==> config.mk <==
export PLATFORM = sky130hd
export DESIGN_NAME = ufc_irq_feature_ctrl
export DESIGN_NICKNAME = d
export VERILOG_FILES = /design/src/rtl/ufc_pkg.sv /design/src/rtl/ufc_irq_feature_ctrl.sv
export SDC_FILE = /design/constraint.sdc
export NUM_CORES = 1
export LEC_CHECK = 0
export BUFFER_PORTS_ARGS = -buffer_cell sky130_fd_sc_hd__buf_2
export CORE_MARGIN = 2
export CORE_UTILIZATION = 59
export CTS_CLUSTER_DIAMETER = 150
export DETAILED_ROUTE_END_ITERATION = 7
export GPL_TIMING_DRIVEN = 0
export PLACE_DENSITY = 0.92
export SKIP_LAST_GASP = 1
export SLEW_MARGIN = 5
export SYNTH_ARGS = -nofsm -noshare
export SYNTH_HDL_FRONTEND = slang
export SYNTH_SLANG_ARGS = --single-unit
==> constraint.sdc <==
create_clock -name ref_clk -period 2.6 [get_ports ref_clk]
set_input_delay 0.52 -clock ref_clk [delete_from_list [all_inputs] [get_ports ref_clk]]
set_output_delay 0.52 -clock ref_clk [all_outputs]
set_load 0.1 [all_outputs]
==> src/rtl/ufc_pkg.sv <==
package ufc_pkg;

  // Register addresses on the 3-bit register port
  localparam logic [2:0] ADDR_INT_ENABLE  = 3'h0;
  localparam logic [2:0] ADDR_INT_IDENT   = 3'h1;
  localparam logic [2:0] ADDR_FEATURE     = 3'h2;
  localparam logic [2:0] ADDR_FIFO_CTRL   = 3'h3;
  localparam logic [2:0] ADDR_MODEM_CTRL  = 3'h4;
  localparam logic [2:0] ADDR_FLOW_THRESH = 3'h5;
  localparam logic [2:0] ADDR_PAUSE_CHAR  = 3'h6;

  // interrupt_enable fields
  localparam int IE_RX_DATA   = 0;
  localparam int IE_TX_SPACE  = 1;
  localparam int IE_LINE_STAT = 2;
  localparam int IE_MODEM     = 3;
  localparam int IE_SLEEP     = 4;
  localparam int IE_PAUSE_RX  = 5;
  localparam int IE_RTS_HIGH  = 6;
  localparam int IE_CTS_HIGH  = 7;

  // enhanced_feature_control fields
  localparam int EF_SWFLOW_LO = 0;
  localparam int EF_ENHANCED  = 4;
  localparam int EF_SPECIAL   = 5;
  localparam int EF_AUTO_RTS  = 6;
  localparam int EF_AUTO_CTS  = 7;

  // fifo_control and modem_control fields
  localparam int FC_ENABLE    = 0;
  localparam int MC_RTS       = 1;

  // Write masks of the fields guarded by the enhanced-functions bit, and of the implemented bits
  localparam logic [7:0] IE_PROT_MASK = 8'hf0;
  localparam logic [7:0] FC_PROT_MASK = 8'h30;
  localparam logic [7:0] MC_PROT_MASK = 8'he0;
  localparam logic [7:0] FC_IMPL_MASK = 8'h31;
  localparam logic [7:0] MC_IMPL_MASK = 8'he2;

  // Reset values
  localparam logic [7:0] IE_RESET     = 8'h00;
  localparam logic [7:0] EF_RESET     = 8'h00;
  localparam logic [7:0] FC_RESET     = 8'h00;
  localparam logic [7:0] MC_RESET     = 8'h00;
  localparam logic [7:0] TH_RESET     = 8'h00;
  localparam logic [7:0] PC_RESET     = 8'h00;

  // Identification codes on bits 5:0
  localparam logic [5:0] ID_LINE_STAT = 6'h06;
  localparam logic [5:0] ID_RX_TMO    = 6'h0c;
  localparam logic [5:0] ID_RX_DATA   = 6'h04;
  localparam logic [5:0] ID_TX_SPACE  = 6'h02;
  localparam logic [5:0] ID_MODEM     = 6'h00;
  localparam logic [5:0] ID_PAUSE_RX  = 6'h10;
  localparam logic [5:0] ID_FLOW_HIGH = 6'h20;
  localparam logic [5:0] ID_NONE      = 6'h01;

  // Threshold nibbles count in steps of four bytes
  localparam int TH_STEP_SHIFT = 2;
  localparam int LEVEL_W       = 7;

endpackage

==> src/rtl/ufc_irq_feature_ctrl.sv <==
`timescale 1ns/10ps
`default_nettype none
module ufc_irq_feature_ctrl
  import ufc_pkg::*;
(
  // Clock, reset, enable
  input  wire logic               ref_clk,
  input  wire logic               rst_n,
  input  wire logic               clk_en,
  // Register port
  input  wire logic [2:0]         reg_addr,
  input  wire logic [7:0]         reg_wdata,
  input  wire logic               reg_wr,
  input  wire logic               reg_rd,
  output logic      [7:0]         reg_rdata,
  // Interrupt sources from the channel datapath
  input  wire logic               line_status_err,
  input  wire logic               rx_timeout,
  input  wire logic               rx_data_ready,
  input  wire logic               tx_below_thresh,
  input  wire logic               modem_status_chg,
  input  wire logic               pause_char_rx,
  // Received characters
  input  wire logic               rx_char_valid,
  input  wire logic [7:0]         rx_char,
  input  wire logic [LEVEL_W-1:0] rx_fifo_level,
  // Modem pins
  input  wire logic               cts_n,
  output logic                    rts_n,
  // Channel outputs
  output logic                    irq,
  output logic                    tx_halt,
  output logic                    sleep_en,
  output logic      [3:0]         sw_flow_mode,
  output logic                    fifo_enable,
  output logic      [1:0]         fifo_prot_sel,
  output logic      [2:0]         modem_prot_sel,
  output logic      [7:0]         flow_thresholds,
  output logic      [7:0]         special_char_match
);

  typedef struct packed {
    logic [7:0] int_enable;
    logic [7:0] feature;
    logic [7:0] fifo_ctrl;
    logic [7:0] modem_ctrl;
    logic [7:0] flow_thresh;
    logic [7:0] pause_char;
    logic       tx_pend;
    logic       pause_pend;
    logic       cts_pend;
    logic       rts_pend;
    logic       tx_below_prev;
    logic       cts_meta;
    logic       cts_sync;
    logic       cts_prev;
    logic       rts_n;
    logic       tx_halt;
    logic       irq;
    logic [7:0] rdata;
    logic [7:0] match_cnt;
  } ufc_state_s;

  localparam ufc_state_s ST_RESET = '{
    int_enable:    IE_RESET,
    feature:       EF_RESET,
    fifo_ctrl:     FC_RESET,
    modem_ctrl:    MC_RESET,
    flow_thresh:   TH_RESET,
    pause_char:    PC_RESET,
    tx_pend:       1'b0,
    pause_pend:    1'b0,
    cts_pend:      1'b0,
    rts_pend:      1'b0,
    tx_below_prev: 1'b0,
    cts_meta:      1'b1,
    cts_sync:      1'b1,
    cts_prev:      1'b1,
    rts_n:         1'b1,
    tx_halt:       1'b0,
    irq:           1'b0,
    rdata:         8'h00,
    match_cnt:     8'h00
  };

  ufc_state_s st_q;
  ufc_state_s st_d;

  logic             ls_on;
  logic             tmo_on;
  logic             rxd_on;
  logic             tx_on;
  logic             ms_on;
  logic             pause_on;
  logic             flow_on;
  logic             any_on;
  logic [5:0]       id_code;
  logic [7:0]       id_byte;
  logic             id_read;
  logic [7:0]       wr_mask;
  logic [LEVEL_W-1:0] halt_lvl;
  logic [LEVEL_W-1:0] resume_lvl;
  logic             new_ie_tx;
  logic             spc_hit;

  // Enabled pending sources
  always_comb begin
    ls_on    = line_status_err & st_q.int_enable[IE_LINE_STAT];
    tmo_on   = rx_timeout & st_q.int_enable[IE_RX_DATA];
    rxd_on   = rx_data_ready & st_q.int_enable[IE_RX_DATA];
    tx_on    = st_q.tx_pend & st_q.int_enable[IE_TX_SPACE];
    ms_on    = modem_status_chg & st_q.int_enable[IE_MODEM];
    pause_on = st_q.pause_pend & st_q.int_enable[IE_PAUSE_RX];
    flow_on  = (st_q.cts_pend & st_q.int_enable[IE_CTS_HIGH]) |
               (st_q.rts_pend & st_q.int_enable[IE_RTS_HIGH]);
    any_on   = ls_on | tmo_on | rxd_on | tx_on | ms_on | pause_on |
               flow_on;
  end

  // Priority encoder, lowest level first
  always_comb begin
    if (ls_on) begin
      id_code = ID_LINE_STAT;
    end else if (tmo_on) begin
      id_code = ID_RX_TMO;
    end else if (rxd_on) begin
      id_code = ID_RX_DATA;
    end else if (tx_on) begin
      id_code = ID_TX_SPACE;
    end else if (ms_on) begin
      id_code = ID_MODEM;
    end else if (pause_on) begin
      id_code = ID_PAUSE_RX;
    end else if (flow_on) begin
      id_code = ID_FLOW_HIGH;
    end else begin
      id_code = ID_NONE;
    end
    id_byte = {{2{st_q.fifo_ctrl[FC_ENABLE]}}, id_code};
  end

  always_comb begin
    id_read    = reg_rd && (reg_addr == ADDR_INT_IDENT);
    halt_lvl   = LEVEL_W'(st_q.flow_thresh[3:0]) << TH_STEP_SHIFT;
    resume_lvl = LEVEL_W'(st_q.flow_thresh[7:4]) << TH_STEP_SHIFT;
    new_ie_tx  = reg_wr && (reg_addr == ADDR_INT_ENABLE) &&
                 reg_wdata[IE_TX_SPACE] &&
                 !st_q.int_enable[IE_TX_SPACE];
    spc_hit    = rx_char_valid && st_q.feature[EF_SPECIAL] &&
                 (rx_char == st_q.pause_char);
    if (st_q.feature[EF_ENHANCED]) begin
      wr_mask = 8'hff;
    end else begin
      wr_mask = 8'h00;
    end
  end

  always_comb begin
    st_d = st_q;

    // Register writes
    if (reg_wr) begin
      case (reg_addr)
        ADDR_INT_ENABLE: begin
          st_d.int_enable = (reg_wdata & ~IE_PROT_MASK) |
            (((reg_wdata & wr_mask) |
              (st_q.int_enable & ~wr_mask)) & IE_PROT_MASK);
        end
        ADDR_FEATURE: begin
          st_d.feature = reg_wdata;
        end
        ADDR_FIFO_CTRL: begin
          st_d.fifo_ctrl = ((reg_wdata & ~FC_PROT_MASK) |
            (((reg_wdata & wr_mask) |
              (st_q.fifo_ctrl & ~wr_mask)) & FC_PROT_MASK)) &
            FC_IMPL_MASK;
        end
        ADDR_MODEM_CTRL: begin
          st_d.modem_ctrl = ((reg_wdata & ~MC_PROT_MASK) |
            (((reg_wdata & wr_mask) |
              (st_q.modem_ctrl & ~wr_mask)) & MC_PROT_MASK)) &
            MC_IMPL_MASK;
        end
        ADDR_FLOW_THRESH: begin
          st_d.flow_thresh = reg_wdata;
        end
        ADDR_PAUSE_CHAR: begin
          st_d.pause_char = reg_wdata;
        end
        default: begin
          st_d.rdata = st_q.rdata;
        end
      endcase
    end

    // Read data, one cycle after the strobe
    if (reg_rd) begin
      case (reg_addr)
        ADDR_INT_ENABLE:  st_d.rdata = st_q.int_enable;
        ADDR_INT_IDENT:   st_d.rdata = id_byte;
        ADDR_FEATURE:     st_d.rdata = st_q.feature;
        ADDR_FIFO_CTRL:   st_d.rdata = st_q.fifo_ctrl;
        ADDR_MODEM_CTRL:  st_d.rdata = st_q.modem_ctrl;
        ADDR_FLOW_THRESH: st_d.rdata = st_q.flow_thresh;
        ADDR_PAUSE_CHAR:  st_d.rdata = st_q.pause_char;
        default:          st_d.rdata = 8'h00;
      endcase
    end else begin
      st_d.rdata = 8'h00;
    end

    // Transmit-space pending: cleared by reading it out, set wins
    st_d.tx_below_prev = tx_below_thresh;
    if (id_read && (id_code == ID_TX_SPACE)) begin
      st_d.tx_pend = 1'b0;
    end
    if (!tx_below_thresh) begin
      st_d.tx_pend = 1'b0;
    end
    if (tx_below_thresh && (!st_q.tx_below_prev || new_ie_tx)) begin
      st_d.tx_pend = 1'b1;
    end

    // Pause or special character pending
    if (id_read && (id_code == ID_PAUSE_RX)) begin
      st_d.pause_pend = 1'b0;
    end
    if (spc_hit || pause_char_rx) begin
      st_d.pause_pend = 1'b1;
    end
    if (spc_hit) begin
      st_d.match_cnt = st_q.match_cnt + 8'h01;
    end

    // CTS pin synchroniser and rising-edge detect
    st_d.cts_meta = cts_n;
    st_d.cts_sync = st_q.cts_meta;
    st_d.cts_prev = st_q.cts_sync;
    if (id_read && (id_code == ID_FLOW_HIGH)) begin
      st_d.cts_pend = 1'b0;
      st_d.rts_pend = 1'b0;
    end
    if (st_q.cts_sync && !st_q.cts_prev) begin
      st_d.cts_pend = 1'b1;
    end

    // Hardware flow control
    st_d.tx_halt = st_q.feature[EF_AUTO_CTS] & st_q.cts_sync;
    if (st_q.feature[EF_AUTO_RTS]) begin
      if (rx_fifo_level >= halt_lvl) begin
        st_d.rts_n = 1'b1;
      end else if (rx_fifo_level <= resume_lvl) begin
        st_d.rts_n = 1'b0;
      end
    end else begin
      st_d.rts_n = ~st_q.modem_ctrl[MC_RTS];
    end
    if (st_d.rts_n && !st_q.rts_n) begin
      st_d.rts_pend = 1'b1;
    end

    st_d.irq = any_on;
  end

  always_ff @(posedge ref_clk or negedge rst_n) begin
    if (!rst_n) begin
      st_q <= ST_RESET;
    end else if (clk_en) begin
      st_q <= st_d;
    end
  end

  assign reg_rdata          = st_q.rdata;
  assign rts_n              = st_q.rts_n;
  assign irq                = st_q.irq;
  assign tx_halt            = st_q.tx_halt;
  assign sleep_en           = st_q.int_enable[IE_SLEEP];
  assign sw_flow_mode       = st_q.feature[EF_SWFLOW_LO +: 4];
  assign fifo_enable        = st_q.fifo_ctrl[FC_ENABLE];
  assign fifo_prot_sel      = st_q.fifo_ctrl[5:4];
  assign modem_prot_sel     = st_q.modem_ctrl[7:5];
  assign flow_thresholds    = st_q.flow_thresh;
  assign special_char_match = st_q.match_cnt;

endmodule
`default_nettype wire

## Yosys cells after proc, flatten, opt, wreduce, memory -nomap -nowiden

Index checks and enable logic that the tools add are counted.

| word-level totals | value |
|---|---|
| flip-flop bits (word level) | 66 |
| input port bits | 39 |
| logic and storage cells | 115 |

| operators by class | value |
|---|---|
| $add $sub $neg | 1 |
| magnitude comparators | 2 |
| eq/ne operators | 11 |
| mux-type cells | 21 |
| bitwise logic cells | 28 |
| reductions and logical operators | 33 |

Operators by type and width:

| operator | number |
|---|---|
| 8-bit case mux with 7 select lines | 1 |
| 6-bit 2-to-1 mux | 7 |
| 8-bit bitwise AND | 3 |
| 3-bit AND reduction | 6 |
| 8-bit 2-to-1 mux | 2 |
| 8-bit OR | 2 |
| 1-bit logical AND | 12 |
| 1-bit 2-to-1 mux | 10 |
| 2-bit AND reduction | 5 |
| 1-bit bitwise AND | 9 |
| 3-bit equality test, second input constant | 3 |
| 8-bit by 1-bit adder with 8-bit output, second input constant | 1 |
| 8-bit equality test | 1 |
| 8-bit inverter | 1 |
| 4-bit by 8-bit OR with 8-bit output | 1 |
| 5-bit by 8-bit OR with 8-bit output | 1 |
| 7-bit by 6-bit >= comparator with 1-bit output | 1 |
| 7-bit by 6-bit less-or-equal comparator with 1-bit output | 1 |
| 1-bit OR | 7 |
| 6-bit bitwise AND | 1 |
| 3-bit by 2-bit equality test with 1-bit output, second input constant | 2 |
| 6-bit by 2-bit equality test with 1-bit output, second input constant | 1 |
| 6-bit by 5-bit equality test with 1-bit output, second input constant | 1 |
| 6-bit equality test, second input constant | 1 |
| other kinds (10) | 16 |

## Longest topological paths before layout

| depth | value |
|---|---|
| word-level depth | 14 |
| gate-level depth with buffers | 6 |
| depth with buffers taken out | 6 |

## Least setup slack after synthesis

Ideal clock, no wire load.

| timing path | value |
|---|---|
| kind | input-to-reg |
| start point | input port rx_fifo_level[2] |
| end point | register st_q[23] (netlist bit) |
| setup time | 0.082 ns |
| arrival | 1.759 ns |
| data required time | 2.518 ns |
| setup slack | 0.759 ns |
| stages | 6 |
| path buffers | 0 |
| cell sequence | inv_1 ha_1 or3b_1 a2111oi_2 o211ai_1 o2bb2ai_1 |

| on the way | value |
|---|---|
| longest elaborated chain between the ends | 7 |

Ends and longest elaborated chain:

| item | RTL line | text |
|---|---|---|
| from (decl) | ufc_irq_feature_ctrl.sv:26 | `input wire logic [LEVEL_W-1:0] rx_fifo_level,` |
| 7-bit by 6-bit less-or-equal comparator with 1-bit output | ufc_irq_feature_ctrl.sv:252 | `end else if (rx_fifo_level <= resume_lvl) begin` |
| 1-bit 2-to-1 mux | ufc_irq_feature_ctrl.sv:252 |  |
| 1-bit 2-to-1 mux * | ufc_irq_feature_ctrl.sv:250 | `if (rx_fifo_level >= halt_lvl) begin` |
| 1-bit 2-to-1 mux * | ufc_irq_feature_ctrl.sv:249 | `if (st_q.feature[EF_AUTO_RTS]) begin` |
| 1-bit logical AND * | ufc_irq_feature_ctrl.sv:258 | `if (st_d.rts_n && !st_q.rts_n) begin` |
| 2-bit nonzero test (no line) | -- |  |
| 2-bit AND reduction (no line) | -- |  |
| to (signal assigned) | ufc_irq_feature_ctrl.sv:269 | `st_q <= st_d;` |
| to (decl) | ufc_irq_feature_ctrl.sv:86 | `ufc_state_s st_q;` |

Mark *: on every way between the ends. The rest lies on a longest branch, timed or not.
A chain may end at the register's enable or synchronous reset.

## Worst setup path in the final report

| timing path | value |
|---|---|
| start point | register st_q, in the netlist special_char_match[0] |
| end point | output port special_char_match[0] |

RTL lines:

| item | RTL line | text |
|---|---|---|
| to (decl) | ufc_irq_feature_ctrl.sv:39 | `output logic [7:0] special_char_match` |

No word-level cell between the ends.

==> key figures <==
Drt
  – Post-route antenna net violation count: 0
  – Initial DRC Count: 325
  – Via density: 5.91
  – 1st-pass router iterations: 6
  – Routed wire length per instance: 18.3 um
  – DRC Markers: 0
  – DRT Wirelength: 9110 um
  – Via Count: 2945

Yosys
  – Syn avg cell area: 11.4 sq um
  – Syn. warnings: 0
  – Yosys top cell by area: dfrtp_1
  – Post-synth EDFFs: 0
  – Synth top area cells: dfrtp_1 (41%), mux2_2 (9.5%), buf_4 (7.2%), mux2_4 (3.2%), ha_1 (3.0%)
  – Cell Area, Synth: 3780 sq um
  – Main synth FF type: dfrtp_1
  – Mapped Cells: 330
  – Syn_nets: 378
  – Synth unique cells: 62
  – Seq/Total Area, Yosys: 43.9%
  – Yosys top cell area share: 41.1%
  – Yosys reg bits: 66
  – Synth async-reset ratio: 100%

Clocking
  – Count of cells resized by post-cts repair: 0
  – H-tree depth: 3
  – CTS Buffer Depth: 2
  – Postcts setup bufs: 0
  – Clock Latency Late Sink: 0.35 ns
  – Hold_buf cts: 0
  – CTS Buf Count: 9
  – CTS Sinks: 66
  – CTS tree: built
  – Worst-path clk slew: 0.07 ns
  – Root buf cell: clkbuf_8

STA
  – Slew HR: 44.7%
  – Final Skew: 0.00561 ns
  – Final period utilization: 72.6%
  – Fin crit period: 1.89 ns
  – RSZ-0062 raised after global routing: no
  – Max frequency: 530 MHz
  – Sum Neg Setup Slack: 0 ns
  – Final setup fails: 0
  – Max Transition Viols Final: 0
  – Final hold viol count: 0
  – Tightest Pin Transition: 0.830 ns

GRT
  – Met1 Use GR: 37.0%
  – Met3 global-route usage: 6.73%
  – Total gr overflow: 0
  – Layer with the highest usage: met2
  – GR Util met2: 42.7%
  – Initial antenna violation count: 0
  – Vias in the first global route: 2916
  – First-pass GRT wire length: 14900 um
  – Gr usage total: 27.3%
  – Pin count of the biggest net entering global routing: 67

Setup path
  – Reg-to-reg startpoint: flow_thresholds[0]
  – Worst setup startpoint: special_char_match[0]
  – WP data arrival: 1.37 ns
  – Critical path fanouts, max: 6
  – Crit. End Element: primary output
  – Req. time, crit path: 2.08 ns
  – Critical Path Start Type: flop
  – Crit Path Class: reg2out

Floorplanning
  – Starting Density: 60.2%
  – DIE HEIGHT: 84.0 um
  – Ports: 77
  – Die W: 84.0 um
  – FP Rows: 29
  – Core Footprint: 6280 sq um
  – Die ar.: 7060 sq um

Place
  – Post-DP Area: 4250 sq um
  – Buffers on Ports: 75
  – Placed insts: 482
  – Hpwl dp: 6750 um
  – Final GP Congestion: 0.910

Final layout
  – Nets: 464
  – Fraction of layout cells with a size suffix above 1: 45.8%
  – Register area: 1660 sq um
  – Final Instance Area: 4430 sq um
  – Diode count: 0
  – Layout Area Growth over Synthesis: 17.4%
  – Fillers: 468
  – Commonest non-fill, non-tap cell in the layout: buf_2
  – Final Util: 70.6%
  – Area taken by multi-input logic gates: 1730 sq um
  – Commonest non-fill, non-tap cells in the layout: buf_2 (78), dfrtp_1 (62), buf_4 (37)
  – Fin cells: 498

Flow run
  – Max Cap Viol: 0

Power
  – Power per cell area: 824 nW/um^2
  – Overall power: 3.65 mW
  – VDD IR max: 575 uV
  – Leakage power: 2.22 nW

Worst hold path
  – Hold crit path type: in2async

Run status
  – Status: completed
[report_power, final]
group,total [mW],switching [mW],internal [mW]
Combinational,1.45,1.01,0.446
Sequential,1.40,0.187,1.21
Clock,0.804,0.382,0.422
[synth_stat cells (5+ instances only)]
cell type and count:
nand2_1 21, o21ai_0 13, ha_1 9, o2bb2ai_1 6, mux2_4 8, dfrtp_1 62, a22oi_1 5, mux2_2 32
xor2_1 7, buf_4 36, xnor2_1 8, nand3_1 8, nor4_1 6, inv_1 14
[metrics by stage]
stage / setup WS, ns / hold WS, ns
finish: 0.712 / 0.272
global route: 0.624 / 0.333
CTS: 0.713 / 0.303
detailed placement: 0.553 / 0.469
global placement: 0.575 / 0.461
floorplan: 0.759 / 0.224
[cell type report]
| type | count | area share, % |
|---|---|---|
| Buffer | 44 | 7.56 |
| Inverter | 16 | 1.35 |
| Clock buffer | 14 | 3.89 |
| Clock inverter | 2 | 0.226 |
| Timing Repair Buffer | 75 | 8.52 |
| Tap cell | 77 | 2.17 |
| Sequential cell | 66 | 37.4 |
| Multi-Input combinational cell | 204 | 38.9 |
[worst max-delay path, cell delays in order (launching register included)]
cell	delay, ns
dfrtp_1	0.47
buf_4	0.15
buf_2	0.41
[per-layer routing]
layer	wire length, um	up-vias
li1	-	1356
met1	3900	1443
met2	4320	127
met3	680	19
met4	206	0
met5	0	-
[path summary, 6_finish.rpt]
path                                    endpoint  depth (start not counted)  slack [ns]
min in group ref_clk                    st_d[20]                          2        0.41
min reg2reg                special_char_match[7]                          1        0.48
max reg2reg                             st_q[23]                          5        0.74
max                        special_char_match[0]                          2        0.71
min                                 reg_rdata[6]                          1        0.27
max in group asynchronous               st_q[26]                          1        1.79
[logic make-up after synthesis]
family,Yosys count,synth area share (%)
and+or+nand+nor,75,12.5
DFF,66,43.9
AOI/OAI and AO/OA,60,12.3
buffers and inverters,60,10.5
muxes,45,14.4
xor gates and xnor gates,15,3.48
adders and majority gates,9,2.98
No activity file was read; power rests on OpenSTA's default activity.
